[config.mk]
export PLATFORM = sky130hd
export DESIGN_NAME = clock_ctl
export DESIGN_NICKNAME = d
export VERILOG_FILES = /design/src/logic/clock_ctl_pkg.sv /design/src/logic/clock_ctl.sv
export SDC_FILE = /design/constraint.sdc
export NUM_CORES = 1
export LEC_CHECK = 0
export ABC_AREA = 1
export BUFFER_PORTS_ARGS = -buffer_cell sky130_fd_sc_hd__buf_2
export CAP_MARGIN = 20
export CELL_PAD_IN_SITES_DETAIL_PLACEMENT = 1
export CELL_PAD_IN_SITES_GLOBAL_PLACEMENT = 2
export CORE_AREA = 2 2 161 163
export CTS_CLUSTER_SIZE = 20
export DETAILED_ROUTE_END_ITERATION = 10
export DIE_AREA = 0 0 163 165
export GPL_TIMING_DRIVEN = 1
export PLACE_DENSITY_LB_ADDON = 0.1
export SETUP_SLACK_MARGIN = 0.05
export SYNTH_ARGS = -nofsm -noshare
export SYNTH_HDL_FRONTEND = slang
export SYNTH_SLANG_ARGS = --single-unit
[constraint.sdc]
create_clock -name CLK -period 6.1 [get_ports CLK]
set_input_delay 0.915 -clock CLK [delete_from_list [all_inputs] [get_ports CLK]]
set_output_delay 0.915 -clock CLK [all_outputs]
set_load 0.03 [all_outputs]
[src/logic/clock_ctl_pkg.sv]
// package: register map, field layout, reset values and counts of the clock controller
package clock_ctl_pkg;
    // ----------------------------------------
    // register indices and byte addresses
    // ----------------------------------------
    localparam int IDX_CTRL_A = 'h00;
    localparam int IDX_CTRL_B = 'h01;
    localparam int IDX_LOCK = 'h02;
    localparam int IDX_STATUS = 'h03;
    localparam int IDX_FAST_CTRL = 'h10;
    localparam int IDX_TRIM_A = 'h11;
    localparam int IDX_TRIM_B = 'h12;
    localparam int IDX_LP_CTRL = 'h18;
    localparam int IDX_XTAL_CTRL = 'h1c;
    localparam logic [7:0] A_CTRL_A = 8'(4 * IDX_CTRL_A);
    localparam logic [7:0] A_CTRL_B = 8'(4 * IDX_CTRL_B);
    localparam logic [7:0] A_LOCK = 8'(4 * IDX_LOCK);
    localparam logic [7:0] A_STATUS = 8'(4 * IDX_STATUS);
    localparam logic [7:0] A_FAST_CTRL = 8'(4 * IDX_FAST_CTRL);
    localparam logic [7:0] A_TRIM_A = 8'(4 * IDX_TRIM_A);
    localparam logic [7:0] A_TRIM_B = 8'(4 * IDX_TRIM_B);
    localparam logic [7:0] A_LP_CTRL = 8'(4 * IDX_LP_CTRL);
    localparam logic [7:0] A_XTAL_CTRL = 8'(4 * IDX_XTAL_CTRL);
    // ----------------------------------------
    // field positions
    // ----------------------------------------
    localparam int CLOCK_OUT_PIN_BIT = 7;
    localparam int FLOCK_BIT = 7;
    localparam int STDBY_BIT = 1;
    localparam int XEN_BIT = 0;
    localparam int XSEL_BIT = 2;
    localparam int CRYSTAL_STARTUP_TIME_LSB = 4;
    localparam int PRESCALE_DIVISION_LSB = 1;
    // ----------------------------------------
    // reset values
    // ----------------------------------------
    localparam logic [7:0] CTRL_A_RST = 8'h00;
    localparam logic [7:0] CTRL_B_RST = 8'h11;
    // ----------------------------------------
    // source codes and counts
    // ----------------------------------------
    localparam logic [1:0] SRC_FAST = 2'h0;
    localparam logic [1:0] SRC_LP = 2'h1;
    localparam logic [1:0] SRC_XTAL = 2'h2;
    localparam logic [1:0] SRC_EXT = 2'h3;
    localparam logic [15:0] TAIL_CYC = 16'h0004;
    localparam logic [15:0] EXT_SU_CYC = 16'h0002;
    localparam logic [4:0] TICK_LAST = 5'h1f;

    typedef struct packed {
        logic [1:0] freq_choice;
        logic osc_lock;
        logic [3:0][5:0] centre;
        logic [3:0][3:0] temp;
    } fuse_t;
endpackage : clock_ctl_pkg

[src/logic/clock_ctl.sv]
// clock controller: trims, start-up gates, protected registers, clock-out gate
//
// Overview of operation
// at reset load both trims from fuses picked by the fused frequency choice
// centre trim is six bits in trim register A
// temperature slope trim is four bits in trim register B
// osc lock fuse set makes trim writes ineffective
// trims also locked while fast osc is main source and lock enable set
// fast osc gate opens after analog start-up plus four osc cycles
// software slows main clock prescaler around trim changes
// low-power osc supplies a 1.024 kHz tick
// low-power osc gate opens after start-up plus four osc cycles
// a request for the pin clock reconfigures its pin as clock input
// pin clock becomes usable after two of its cycles
// software picks crystal or external clock with the select bit
// crystal runs only when enabled; enable overrides both crystal pins
// crystal start-up length set by the two-bit start-up field
// crystal in external-clock mode starts in fixed two cycles
// software writes key then protected bits within four instructions
// protected write without unlock leaves the register unchanged
// all clock, lock, oscillator and trim registers are protected
// clock-out bit puts system clock on the clock-out pin
// asleep, no clock out unless a peripheral uses the system clock
// source select codes 0..3: fast, low-power, crystal, pin clock
// prescaler off passes main clock; on, division field picks ratio
// lock enable freezes main controls, active trims and itself till reset
// protected writes accepted only while the cpu open qualifier is high
// each gate stays closed until its own osc-cycle counter expires
//
// Design decision made here: the APB interface to the registers.
`timescale 1ns/1ps
module clock_ctl
    import clock_ctl_pkg::*;
#(
    parameter logic [15:0] XTAL_SU0 = 16'h0400,
    parameter logic [15:0] XTAL_SU1 = 16'h1000,
    parameter logic [15:0] XTAL_SU2 = 16'h4000,
    parameter logic [15:0] XTAL_SU3 = 16'h8000
) (
    // clock and reset
    input wire logic CLK,
    input wire logic RST,
    // apb slave
    input wire logic PSEL,
    input wire logic PENABLE,
    input wire logic PWRITE,
    input wire logic [7:0] PADDR,
    input wire logic [31:0] PWDATA,
    output logic [31:0] PRDATA,
    output logic PREADY,
    output logic PSLVERR,
    // cpu protection qualifier and fuses
    input wire logic PROT_OPEN,
    input wire fuse_t FUSE,
    // oscillators, index = source code
    input wire logic [3:0] OSC_CLK,
    input wire logic [1:0] ANALOG_RDY,
    input wire logic [3:0] PERIPH_REQ,
    // sleep
    input wire logic SLEEP,
    input wire logic SYSCLK_IN_USE,
    // controls out
    output logic [3:0] GATE_OPEN,
    output logic TICK_1K,
    output logic EXT_PIN_CFG,
    output logic XTAL_PIN_OVR,
    output logic XTAL_EXT_MODE,
    output logic CLK_OUT_EN,
    output logic [1:0] MAIN_SEL,
    output logic [6:0] PER_DIV,
    output logic [5:0] CENTRE_TRIM,
    output logic [3:0] TEMP_TRIM
);
    typedef struct packed {
        logic loaded;
        logic clock_out_pin;
        logic [1:0] src;
        logic [3:0] prescale_division;
        logic prescale_enable;
        logic lock_en;
        logic fast_stdby;
        logic lp_stdby;
        logic [5:0] ctrim;
        logic [3:0] ttrim;
        logic fuse_lock;
        logic [1:0] crystal_startup_time;
        logic xsel;
        logic xstdby;
        logic xen;
        logic [3:0] osc_prev;
        logic [3:0] open;
        logic [3:0][15:0] cnt;
        logic [4:0] tick_div;
        logic tick;
        logic pready;
        logic [31:0] prdata;
        logic pslverr;
        logic clk_out_en;
        logic ext_cfg;
        logic xtal_ovr;
        logic [6:0] per_div;
    } state_t;

    state_t s;
    state_t n;
    logic [3:0] req;
    logic [3:0] ana;
    logic [3:0] edg;
    logic [3:0][15:0] lim;
    logic acc;
    logic wr_try;
    logic wr;
    logic cal_lk;
    logic [5:0] fuse_c;
    logic [3:0] fuse_t_trim;

    // ----------------------------------------
    // helpers
    // ----------------------------------------
    function automatic logic is_reg(input logic [7:0] a);
        return a == A_CTRL_A || a == A_CTRL_B || a == A_LOCK || a == A_STATUS ||
               a == A_FAST_CTRL || a == A_TRIM_A || a == A_TRIM_B ||
               a == A_LP_CTRL || a == A_XTAL_CTRL;
    endfunction : is_reg

    // reserved division codes fall back to 2
    function automatic logic [6:0] div_factor(input logic [3:0] d);
        case (d)
            4'h1: return 7'h04;
            4'h2: return 7'h08;
            4'h3: return 7'h10;
            4'h4: return 7'h20;
            4'h5: return 7'h40;
            4'h8: return 7'h06;
            4'h9: return 7'h0a;
            4'ha: return 7'h0c;
            4'hb: return 7'h18;
            4'hc: return 7'h30;
            default: return 7'h02;
        endcase
    endfunction : div_factor

    function automatic logic [7:0] rd_reg(input logic [7:0] a, input state_t t);
        logic [7:0] v;
        v = 8'h00;
        if (a == A_CTRL_A) begin
            v = {t.clock_out_pin, 5'h00, t.src};
        end else if (a == A_CTRL_B) begin
            v = {3'h0, t.prescale_division, t.prescale_enable};
        end else if (a == A_LOCK) begin
            v = {7'h00, t.lock_en};
        end else if (a == A_STATUS) begin
            v = {t.open, 3'h0, !t.open[t.src]};
        end else if (a == A_FAST_CTRL) begin
            v = {6'h00, t.fast_stdby, 1'b0};
        end else if (a == A_TRIM_A) begin
            v = {2'h0, t.ctrim};
        end else if (a == A_TRIM_B) begin
            v = {t.fuse_lock, 3'h0, t.ttrim};
        end else if (a == A_LP_CTRL) begin
            v = {6'h00, t.lp_stdby, 1'b0};
        end else if (a == A_XTAL_CTRL) begin
            v = {2'h0, t.crystal_startup_time, 1'b0, t.xsel, t.xstdby, t.xen};
        end
        return v;
    endfunction : rd_reg

    // ----------------------------------------
    // requests and start-up limits
    // ----------------------------------------
    assign fuse_c = FUSE.centre[FUSE.freq_choice];
    assign fuse_t_trim = FUSE.temp[FUSE.freq_choice];
    assign req[0] = PERIPH_REQ[0] | s.src == SRC_FAST;
    assign req[1] = PERIPH_REQ[1] | s.src == SRC_LP;
    assign req[2] = (PERIPH_REQ[2] | s.src == SRC_XTAL) & s.xen;
    assign req[3] = PERIPH_REQ[3] | s.src == SRC_EXT;
    // run in standby keeps the analog part warm, so its wait is skipped
    assign ana = {2'b11, ANALOG_RDY[1] | s.lp_stdby, ANALOG_RDY[0] | s.fast_stdby};
    assign edg = OSC_CLK & ~s.osc_prev;
    assign lim[0] = TAIL_CYC;
    assign lim[1] = TAIL_CYC;
    assign lim[2] = s.xsel ? EXT_SU_CYC :
                    s.crystal_startup_time == 2'h0 ? XTAL_SU0 : s.crystal_startup_time == 2'h1 ? XTAL_SU1 :
                    s.crystal_startup_time == 2'h2 ? XTAL_SU2 : XTAL_SU3;
    assign lim[3] = EXT_SU_CYC;
    assign acc = PSEL & PENABLE;
    assign wr_try = acc & s.pready & PWRITE;
    assign wr = wr_try & PROT_OPEN & s.loaded;
    assign cal_lk = s.fuse_lock | (s.lock_en & s.src == SRC_FAST);

    // ----------------------------------------
    // next state
    // ----------------------------------------
    always_comb begin
        n = s;
        n.loaded = 1'b1;
        if (!s.loaded) begin
            n.ctrim = fuse_c;
            n.ttrim = fuse_t_trim;
            n.fuse_lock = FUSE.osc_lock;
            n.lock_en = FUSE.osc_lock;
        end
        // one wait state: pready rises in the second access cycle
        n.pready = acc & !s.pready;
        n.prdata = 32'h0000_0000;
        n.pslverr = 1'b0;
        if (acc && !s.pready) begin
            n.prdata = {24'h00_0000, rd_reg(PADDR, s)};
            n.pslverr = !is_reg(PADDR);
        end
        if (wr) begin
            if (PADDR == A_CTRL_A && !s.lock_en) begin
                n.clock_out_pin = PWDATA[CLOCK_OUT_PIN_BIT];
                n.src = PWDATA[1:0];
            end else if (PADDR == A_CTRL_B && !s.lock_en) begin
                n.prescale_division = PWDATA[PRESCALE_DIVISION_LSB +: 4];
                n.prescale_enable = PWDATA[0];
            end else if (PADDR == A_LOCK && !s.lock_en) begin
                n.lock_en = PWDATA[0];
            end else if (PADDR == A_FAST_CTRL) begin
                n.fast_stdby = PWDATA[STDBY_BIT];
            end else if (PADDR == A_TRIM_A && !cal_lk) begin
                n.ctrim = PWDATA[5:0];
            end else if (PADDR == A_TRIM_B && !cal_lk) begin
                n.ttrim = PWDATA[3:0];
            end else if (PADDR == A_LP_CTRL) begin
                n.lp_stdby = PWDATA[STDBY_BIT];
            end else if (PADDR == A_XTAL_CTRL) begin
                n.crystal_startup_time = PWDATA[CRYSTAL_STARTUP_TIME_LSB +: 2];
                n.xsel = PWDATA[XSEL_BIT];
                n.xstdby = PWDATA[STDBY_BIT];
                n.xen = PWDATA[XEN_BIT];
            end
        end
        // start-up counters count the oscillator's own edges
        n.osc_prev = OSC_CLK;
        for (int i = 0; i < 4; i++) begin
            if (!req[i]) begin
                n.cnt[i] = 16'h0000;
                n.open[i] = 1'b0;
            end else if (!ana[i]) begin
                n.cnt[i] = 16'h0000;
            end else if (s.cnt[i] == lim[i]) begin
                n.open[i] = 1'b1;
            end else if (edg[i]) begin
                n.cnt[i] = s.cnt[i] + 16'h0001;
            end
        end
        // 32 low-power cycles per tick gives 1.024 kHz
        n.tick = 1'b0;
        if (s.open[SRC_LP] && edg[SRC_LP]) begin
            n.tick_div = s.tick_div + 5'h01;
            n.tick = s.tick_div == TICK_LAST;
        end
        n.ext_cfg = req[SRC_EXT];
        n.xtal_ovr = s.xen;
        n.clk_out_en = s.clock_out_pin & (!SLEEP | SYSCLK_IN_USE);
        n.per_div = s.prescale_enable ? div_factor(s.prescale_division) : 7'h01;
    end

    always_ff @(posedge CLK or posedge RST) begin
        if (RST) begin
            s <= '0;
            s.clock_out_pin <= CTRL_A_RST[CLOCK_OUT_PIN_BIT];
            s.prescale_division <= CTRL_B_RST[PRESCALE_DIVISION_LSB +: 4];
            s.prescale_enable <= CTRL_B_RST[0];
        end else begin
            s <= n;
        end
    end

    // ----------------------------------------
    // outputs
    // ----------------------------------------
    assign PRDATA = s.prdata;
    assign PREADY = s.pready;
    assign PSLVERR = s.pslverr;
    assign GATE_OPEN = s.open;
    assign TICK_1K = s.tick;
    assign EXT_PIN_CFG = s.ext_cfg;
    assign XTAL_PIN_OVR = s.xtal_ovr;
    assign XTAL_EXT_MODE = s.xsel;
    assign CLK_OUT_EN = s.clk_out_en;
    assign MAIN_SEL = s.src;
    assign PER_DIV = s.per_div;
    assign CENTRE_TRIM = s.ctrim;
    assign TEMP_TRIM = s.ttrim;
endmodule : clock_ctl

* Yosys cells after proc, flatten, opt, wreduce, memory -nomap -nowiden
Memories as Yosys holds them, arrays and structs flattened. Cells that the tools add are included.
Cells by class: add/sub/neg operators 5, magnitude comparators 2, equal/unequal tests 32, multiplexer cells 61, bitwise operators 26, reduce and logical (&&, ||, !) cells 35
Operator list (count):
- 16-bit 2-to-1 mux | 18
- 16-bit by 1-bit adder with 16-bit output (second input constant) | 4
- 8-bit 2-to-1 mux | 7
- 8-bit by 7-bit equality test with 1-bit output (second input constant) | 5
- 13-bit 2-to-1 mux | 3
- 16-bit by 3-bit equality test with 1-bit output (second input constant) | 2
- 6-bit 2-to-1 mux | 4
- 11-bit 2-to-1 mux | 2
- 1-bit 2-to-1 mux | 18
- 16-bit equality test | 1
- 16-bit by 2-bit equality test with 1-bit output (second input constant) | 1
- 8-bit by 4-bit equality test with 1-bit output (second input constant) | 2
- 2-bit by 1-bit != test with 1-bit output (second input constant) | 8
- 2-bit AND reduction | 7
- 6-bit binary-select mux with 2-bit select | 1
- 12-bit 2-to-1 mux | 1
- 4-bit 2-to-1 mux | 3
- 1-bit bitwise AND | 9
- 9-bit 2-to-1 mux | 1
- 9-bit AND reduction | 1
- 4-bit binary-select mux with 2-bit select | 1
- 8-bit by 3-bit equality test with 1-bit output (second input constant) | 1
- 8-bit logical NOT | 1
- 1-bit logical OR | 8
- 20 further kinds | 52
Storage, ports and cells: register bits after elaboration 150, bits in read-only memories 96, bits of input ports 101, output and inout port bits 62, word-level logic and storage cells 195, memories kept 1
Memory list:
- (no name shown) | words 16, width 6, rd ports 1, clocked after Yosys merged registers in 0, write ports 0, RTL line clock_ctl.sv:128 | case (d)

* Logic depth before layout (Yosys ltp)
Gate-level depths: netlist (run 1).
depth in word-level cells 12, depth in mapped cells 12, gate-level depth less buffers 11

* Least setup slack after synthesis (run 1)
Ideal clock, no wire load.
path kind input to register, start point input PSEL, end point register s (netlist bit CENTRE_TRIM[4]), setup time 0.118 ns, arrival time 1.939 ns, data required time 5.982 ns, path slack 4.043 ns, stages 8, buffers on the path 1, cell sequence nand2_1 -> nor3_4 -> nand2_4 -> nor2_8 -> nand2_4 -> buf_6 -> nand2_2 -> o21ai_2
RTL lines:
- start: declaration | RTL line clock_ctl.sv:44 | input wire logic PSEL,
- end signal: assignment | RTL line clock_ctl.sv:268 | s <= n;
- end: declaration | RTL line clock_ctl.sv:104 | state_t s;

* Final worst setup path (run 1)
start point register s (netlist bit MAIN_SEL[0]), end point register s[55] in the netlist's numbering
Between the ends: word-level cells in the longest chain between the ends 4, elaborated cells on any way between the ends 6, classes of those cells eq/ne: 2; mux: 1; bitwise: 1; reduce/logical: 2
RTL lines:
- 2-bit logical NOT (*) | RTL line clock_ctl.sv:173 | assign req[0] = PERIPH_REQ[0] | s.src == SRC_FAST;
- 1-bit bitwise OR (*) | RTL line clock_ctl.sv:173
- 3-bit != test (no line) / 3-bit by 2-bit != test with 1-bit output (equally long branches)
- 2-bit AND reduction (no line)
Every way passes the cells marked *; elsewhere a longest branch is shown, timed or not. A chain may end at the register's enable or synchronous reset.

==> metrics list, run 1 <==
* Routed Antenna Nets: 0
- The die covers between 0.02 and 0.03 mm^2.
* Top cells by area, synth: sky130_fd_sc_hd__dfrtp_1 (38%), sky130_fd_sc_hd__nand2_1 (14%), sky130_fd_sc_hd__nor2_1 (8.2%)
* Maximum number of pins on one net before global-route repair: 65
- Post-CTS timing repair inserted 0 buffers for setup.
- Count of synthesis-stage warnings from yosys: 0
* Power density over the cells: between 200 and 250 mW/mm^2
- Setup slack closes at 3130 ps.
* Number of clock buffers inserted by TritonCTS: 17
- Peak fanout along the critical path: 18
- In the final timing run, aggregate negative setup slack is 0 ps.
- Final cell utilization of the core: between 30 and 40%
- For this run, the register share of the synthesized area comes to 38.7%.
* Placed cell area: 0.00872 mm^2
- Outcome: complete, no violations
- Counting flops and latches in the post-synthesis netlist gives 126.
* Hold endpoint: XTAL_PIN_OVR
* Clk network pwr share: 48.1%
* Primary flip-flop cell chosen by synthesis mapping: sky130_fd_sc_hd__dfrtp_1
* Setup skew after layout: 11.8 ps
- In this run the critical register-to-register path is captured at s[55].
- Number of input and output port buffers inserted: 113
- Met2 track utilization from global routing: 34.2%
* Final standard cell count with taps included and fillers excluded: 1596
* Nature of the critical path startpoint: flip-flop
- TritonCTS built the clock tree.
* Area leader, netlist: sky130_fd_sc_hd__dfrtp_1
- Cell with the most instances after synthesis: sky130_fd_sc_hd__nand2_1
* Proportion of layout cells with a drive suffix above 1: 14.4%
* Die boundary width: 163 um
- Measured against its own limit, the worst slew margin works out to 36.0%.
- Cell area after layout: 0.00930 mm^2
- Router iterations before antenna repair: 4
- Worst Max-Slew Pin Slew: 956 ps
* Worst hold slack: around 460 ps
- Register clock-pin slew on the reported worst setup and hold paths: 60 ps
- The design draws 2.14 mW.
* Floorplan die height: 165 um
* Fraction of the mapped netlist area in adder cells: 1.38%
* Core Rows: 58
- Required time of the critical path: between 6000 and 7000 ps
- Maximum capacitance violations: 0
* Post-synth top cells: sky130_fd_sc_hd__nand2_1 (295), sky130_fd_sc_hd__nor2_1 (179), sky130_fd_sc_hd__inv_1 (129), sky130_fd_sc_hd__dfrtp_1 (124), sky130_fd_sc_hd__nand3_1 (112)
- Met3 Usage GRT: 2.81%
- Walking the worst path, the cells encountered are nor2_1 -> nor2_1 -> nor2_1 -> nand2_1 -> nand3_1 -> o21ai_0.
- In the final routed layout, each cell accounts on average for 15.7 um.
- The clock net in this run drives a total of between 100 and 150 sinks.
* First-pass GRT wire length: 41000 um
* Net switching power: 0.608 mW
- The count of endpoints failing hold in the final timing report came to 0.
- Counting every instance in the synthesized netlist gives 1172.
* Internal Dissipation: 1.53 mW
* Number of enable flip-flop cells after synthesis: 0
- The worst setup path is captured at a flip-flop.
- After detailed routing, the number of remaining DRC violations is 0.
- Combinational logic burns 11.0% of the power.
* Starting utilization of the core area: between 30% and 40%
- Root buffer cell: sky130_fd_sc_hd__clkbuf_16
- Proportion of netlist area held by the largest area contributor: 38.1%
* Estimated wirelength of the detail-placed design: 18900 um
* Worst-case register-to-register setup slack: 3130 ps
* Proportion of register bits with asynchronous set or reset after synthesis: 100%
- The via count of the first global-routing pass was 7878.
- Hold crit path type: reg -> reg
- At the end of the flow, the number of nets in the layout was 1363.
* Placer Congestion: between 0.7 and 0.8
- Final setup violation count: 0
- Core region area: around 0.025 mm^2
- Area growth, synth to finish: 14.1%
- The most numerous cell type found on the critical path is sky130_fd_sc_hd__nor2_1.
- Leakage Power: 4.57 nW
- Sequential Power Share: 40.9%
* Hold Path Stages: 0
- Unrepaired setup endpoints after global routing: no
- Cts repair resizes: 0
* CP Class: reg -> reg
- For the worst flop-to-flop path, the logic depth is 6.
- The netlist uses 47 different library cells.
- Total wirelength of the detailed-routed design: 25100 um
- Max Slew Vio Count: 0
- Netlist Area Pre-Place: 0.00815 mm^2
* Compound-gate portion of the synthesized area: 7.92%
- Count of hold buffers inserted by post-cts repair: 0
- Number of violations reported at the end of detailed-routing iteration 0: about 320
- The routed layout has ~7600 vias.
- Vias per inst: between 4 and 5
- Deepest level of the CTS H-tree: 4
* Final worst-path cycle share: 48.6%
- By area, the combinational part of the netlist is dominated by simple AND/OR/NAND/NOR gates.
* Worst setup timing slack at the placement stage: 2990 ps
- Data arrives at the worst endpoint at 3250 ps.
- The synthesized netlist devotes ~2.8% of its cell area to XOR and XNOR gates.
* Clk_lat worst skew: 430 ps
- Maximum ir drop on the vdd rail: between 0.0001 and 0.00015 V
- Including well taps, the total number of placed cells is 1564.
- Min-Delay Startpoint: n[7]
- The synthesized netlist devotes 36.2% of its cell area to simple gates.
- Highest-utilization routing layer at the global route stage: met2
* Fin crit period: 2970 ps
* Mean cell area of the mapped netlist: 6.95 um^2
- Antenna violations before repair: 0
* Fill cell instance count of the final layout: 3239
- R2R Path Start: MAIN_SEL[0]
- For met1 alone, demand over resource in global routing was 25.1%.
- I/O pins: around 160
- Achievable clock frequency: 337 MHz
- Among all stages on the critical path, the largest delay is contributed by sky130_fd_sc_hd__nor2_1.
* Maximum buffer depth of the clock tree: 2
- Total routing usage reported by global routing: 19.4%
- Of the post-synthesis cell area, the part taken by muxes is 0.276%.
- Antenna diode count: 0
* Largest incremental delay on the critical path: 780 ps
- Sw Ratio: 28.4%
- Total congestion overflow after global routing: 0
==> cell type report <==
type | instances | area (um^2) | share of cell area, %
repair buffers | 116 | 588 | 6.32
well taps | 330 | 413 | 4.44
flip-flops and latches | 126 | 3160 | 33.9
multi-input cells | 858 | 4060 | 43.6
clock inverters | 13 | 140 | 1.51
clock buffers | 19 | 443 | 4.76
inverters | 134 | 508 | 5.46
==> power groups by stage <==
stage	clock network (mW)	logic [mW]	registers, mW
floorplan	0	0.182	0.886
global placement	0	0.237	0.892
detailed placement	0	0.240	0.892
CTS	1.07	0.241	0.877
global route	1.10	0.265	0.879
finish	1.03	0.235	0.876
==> metal layers <==
metal	vias up	wire length [um]
met2	100	12300
li1	3851	-
met4	0	246
met3	19	661
met5	-	0
met1	3637	11800
==> worst max-delay path by stage <==
stage | from | to | slack [ps]
after global placement | ANALOG_RDY[0] | s[55] | 3020
after CTS | MAIN_SEL[0] | s[55] | 3060
after global routing | MAIN_SEL[0] | s[55] | 2770
after detailed placement | ANALOG_RDY[0] | s[55] | 2990
final | MAIN_SEL[0] | s[55] | 3130
after floorplan | RST | CENTRE_TRIM[0] | 1830
==> cell families (layout without fill, tap and decap cells) <==
group                    after synthesis  count (layout)
buffers and inverters                211             282
other                                  2              25
flip-flops                           126             126
adder cells (fa/ha/maj)                9               9
AO/OA/AOI/OAI                        117             117
multiplexers                           2               2
AND/OR/NAND/NOR                      679             679
XOR/XNOR                              26              26
==> flip-flops by register name, summed over array words and instances (netlist names) <==
register / cells
s: 87
PRDATA: 8
PER_DIV: 7
CENTRE_TRIM: 6
GATE_OPEN: 4
TEMP_TRIM: 4
MAIN_SEL: 2
CLK_OUT_EN: 1
EXT_PIN_CFG: 1
PREADY: 1
PSLVERR: 1
TICK_1K: 1
XTAL_EXT_MODE: 1
XTAL_PIN_OVR: 1
n: 1
==> worst max-delay path: cells and delay by family, from the launching register on <==
kind / cells / cell delay (ps)
AND/OR/NAND/NOR: 5 / 2240
flip-flops: 1 / 500
AO/OA/AOI/OAI: 1 / 100
==> cells in the final DEF, fill, tap and decap left out, types with 2 or more instances in the layout <==
cell,count
sky130_fd_sc_hd__a21oi_1,19
sky130_fd_sc_hd__and2_1,2
sky130_fd_sc_hd__and3_1,2
sky130_fd_sc_hd__buf_2,113
sky130_fd_sc_hd__buf_4,3
sky130_fd_sc_hd__bufinv_16,2
sky130_fd_sc_hd__clkbuf_16,17
sky130_fd_sc_hd__clkinv_1,4
sky130_fd_sc_hd__clkinv_2,3
sky130_fd_sc_hd__clkinv_4,2
sky130_fd_sc_hd__clkinvlp_4,4
sky130_fd_sc_hd__conb_1,25
sky130_fd_sc_hd__dfrtp_1,124
sky130_fd_sc_hd__dfstp_2,2
sky130_fd_sc_hd__ha_1,9
sky130_fd_sc_hd__inv_1,128
sky130_fd_sc_hd__inv_6,3
sky130_fd_sc_hd__mux2_2,2
sky130_fd_sc_hd__nand2_1,295
sky130_fd_sc_hd__nand2_2,8
sky130_fd_sc_hd__nand2_4,3
sky130_fd_sc_hd__nand3_1,112
sky130_fd_sc_hd__nand3_2,2
sky130_fd_sc_hd__nand4_1,40
sky130_fd_sc_hd__nor2_1,179
sky130_fd_sc_hd__nor2_2,5
sky130_fd_sc_hd__nor3_1,22
sky130_fd_sc_hd__o211ai_1,3
sky130_fd_sc_hd__o21ai_0,72
sky130_fd_sc_hd__o21ai_1,3
sky130_fd_sc_hd__o21ai_2,6
sky130_fd_sc_hd__o22ai_1,7
sky130_fd_sc_hd__xnor2_1,3
sky130_fd_sc_hd__xor2_1,23
No activity file was read; power rests on OpenSTA's default activity.
==> run 2, diff against run 1 <==
--- a/config.mk
+++ b/config.mk
@@ -10,10 +10,10 @@
 export CAP_MARGIN = 20
 export CELL_PAD_IN_SITES_DETAIL_PLACEMENT = 1
 export CELL_PAD_IN_SITES_GLOBAL_PLACEMENT = 2
-export CORE_AREA = 2 2 161 163
+export CORE_AREA = 2 2 174 176
 export CTS_CLUSTER_SIZE = 20
 export DETAILED_ROUTE_END_ITERATION = 10
-export DIE_AREA = 0 0 163 165
+export DIE_AREA = 0 0 176 178
 export GPL_TIMING_DRIVEN = 1
 export PLACE_DENSITY_LB_ADDON = 0.1
 export SETUP_SLACK_MARGIN = 0.05
==> constraint.sdc (replaced) <==
create_clock -name CLK -period 2.5 [get_ports CLK]
set_input_delay 0.375 -clock CLK [delete_from_list [all_inputs] [get_ports CLK]]
set_output_delay 0.375 -clock CLK [all_outputs]
set_load 0.03 [all_outputs]
==> run 2 against run 1 <==
Compared with the run above: core utilization is 4.5 points lower; cell count is 5.2% higher; die area is 16% higher; critical endpoint is now s[86]; largest cell class unchanged.
==> metrics list, run 2 (synthesized netlist as in run 1, its figures left out) <==
- Placer Congestion: around 0.80
* Cell type of the slowest stage on the worst timing path: sky130_fd_sc_hd__dfrtp_1
* First-pass GRT wire length: 43200 um
- Maximum capacitance violations: 0
* Antenna diode count: 0
* Buffer count from post-CTS setup fixing: 0
- The clock net in this run drives a total of 126 sinks.
- The flow ran to the end, and the final reports show no timing, DRC or antenna violations.
* R2R Path Start: XTAL_EXT_MODE
* Maximum buffer depth of the clock tree: 2
- Total routing usage reported by global routing: 17.7%
- Worst-case register-to-register setup slack: approximately 470 ps
* Number of input and output port buffers inserted: 113
* Max Slew Vio Count: 0
- Count of hold buffers inserted by post-cts repair: 0
* Fin crit period: between 2000 and 2500 ps
* Cts repair resizes: 0
- In the final layout, the share of cells above drive strength 1 is 15.7%.
* Peak fanout along the critical path: 12
* Remaining DRCs: 0
- Leakage Power: 4.71 nW
* Core Rows: 63
* Die boundary width: 176 um
* Maximum number of pins on one net before global-route repair: 70
* Setup TNS: 0 ps
* Buffers plus inverters on the worst setup path: 0
- Routed Antenna Nets: 0
- The worst setup path is of the reg -> reg kind.
* Core region area: 0.0294 mm^2
- Wires add up to 26100 um.
- Worst hold slack: about 42 ps
- Maximum ir drop on the vdd rail: between 0.0004 and 0.0005 V
- Floorplan die height: ~180 um
* Total congestion overflow after global routing: 0
- STA classifies the critical path startpoint as a flip-flop.
- Antenna violations before repair: 0
* FF-to-FF path depth: 10
- Area growth, synth to finish: 17.9%
* Reg2reg end: s[86]
- Power density over the cells: 563 mW/mm^2
- Worst EP arrival: about 2400 ps
- The net count of the finished layout is 1386.
- For the pin with the worst max-slew slack, the measured transition is approximately 670 ps.
* Number of violations reported at the end of detailed-routing iteration 0: 280
- Final worst-path cycle share: about four fifths
- In this run the clock root is driven by a sky130_fd_sc_hd__clkbuf_16.
- The worst setup path is captured at a flip-flop.
- Hold crit path type: in -> async
- Crit-path cells: nor2_1 -> nand2_1 -> nand2_1 -> nand2_1 -> nor2_1 -> nand3_2 -> nand2_2 -> nand2_2 -> nand2_1 -> nand2_1
* Unrepaired setup endpoints after global routing: no
- TritonCTS built the clock tree.
- For this run, the slowest stage of the critical path takes roughly 460 ps.
* Register clock-pin slew on the reported worst setup and hold paths: 60 ps
* Achievable clock frequency: 493 MHz
- Commonest cells after routing, fill and taps aside: sky130_fd_sc_hd__nand2_1 (295), sky130_fd_sc_hd__nor2_1 (179), sky130_fd_sc_hd__inv_1 (128), sky130_fd_sc_hd__dfrtp_1 (124), sky130_fd_sc_hd__buf_2 (113)
- The most numerous cell type found on the critical path is sky130_fd_sc_hd__nand2_1.
- Number of global-route vias before repair: 7960
- Routed wire per std cell: 15.6 um
- The HPWL after detailed placement is 20100 um.
- The register with the most flip-flops in the layout has 87 of them.
- Router iterations before antenna repair: 4
- The filler cells instantiated in the layout total 3716.
- The library cell used most frequently in the layout, excluding fill and tap cells, is sky130_fd_sc_hd__nand2_1.
* Required time of the critical path: approximately 2800 ps
- Setup skew after layout: 12.5 ps
- Number of clock buffers inserted by TritonCTS: 17
- After detailed routing, the number of vias per cell comes to approximately 4.6.
- The count of endpoints failing hold in the final timing report is 0.
* Max transition margin: a little under three fifths
- Starting utilization of the core area: about 28%
- Area of the die: between 0.03 and 0.04 mm^2
- Summing over every cut layer, the via total after detailed routing is 7682.
- In this design, the largest share of critical-path delay is due to simple AND/OR/NAND/NOR gates.
- Clk_lat worst skew: 440 ps
- The H-tree generated during clock tree synthesis spans 4 levels.
* Largest register by flop count: s
- For this design the top-level I/O count stands at 163.
* Final setup violation count: 0
==> run 2: routing by layer <==
metal | share of wire, % | GRT usage [%]
met2 | 48 | 30.1
met5 | 0 | 0
met3 | 2.7 | 2.92
met4 | 1.2 | 4.75
met1 | 48 | 23.3
==> run 2: worst register-to-register path: cells and delay by family, from the launching register on <==
| family | cells | cell delay [ps] |
|---|---|---|
| simple gates | 10 | 1470 |
| flops | 1 | 460 |
==> run 2: area by class of cell <==
type	count	area, um^2	area share (%)
repair buffers	139	786	8.18
multi-input cells	858	4060	42.2
clock inverters	11	165	1.72
clock buffers	21	450	4.69
well taps	390	488	5.08
flip-flops and latches	126	3160	32.8
inverters	134	507	5.27
==> run 2: worst max-delay path by stage <==
stage	from	depth (start not counted)	slack, ps	end
2_1_floorplan	RST	1	570	CENTRE_TRIM[0]
3_3_place_gp	XTAL_EXT_MODE	10	540	s[94]
3_5_place_dp	XTAL_EXT_MODE	10	460	s[86]
4_1_cts	XTAL_EXT_MODE	10	460	s[86]
5_1_grt	XTAL_EXT_MODE	10	210	s[93]
6_report	XTAL_EXT_MODE	10	470	s[86]
==> run 2: report_power, final <==
group          total (mW)  switching, mW  internal [mW]  leakage, nW
registers            2.14         0.0515           2.09         1.66
logic               0.603          0.426          0.177         2.74
clock network        2.66          0.974           1.69        0.301
total                5.41           1.45           3.96         4.71
==> run 2: metrics by stage <==
stage / total power, mW / instances / utilization, % / area [um^2] / setup WS [ps]
after floorplan: 2.61 / 1195 / - / 8240 / 573
after global placement: 2.79 / 1647 / 30.6 / 8990 / 538
after detailed placement: 2.80 / 1647 / 30.6 / 8990 / 458
after CTS: 5.51 / 1679 / 32.7 / 9610 / 457
after global routing: 5.66 / 1679 / 32.7 / 9610 / 208
final: 5.41 / 1679 / 32.7 / 9610 / 473
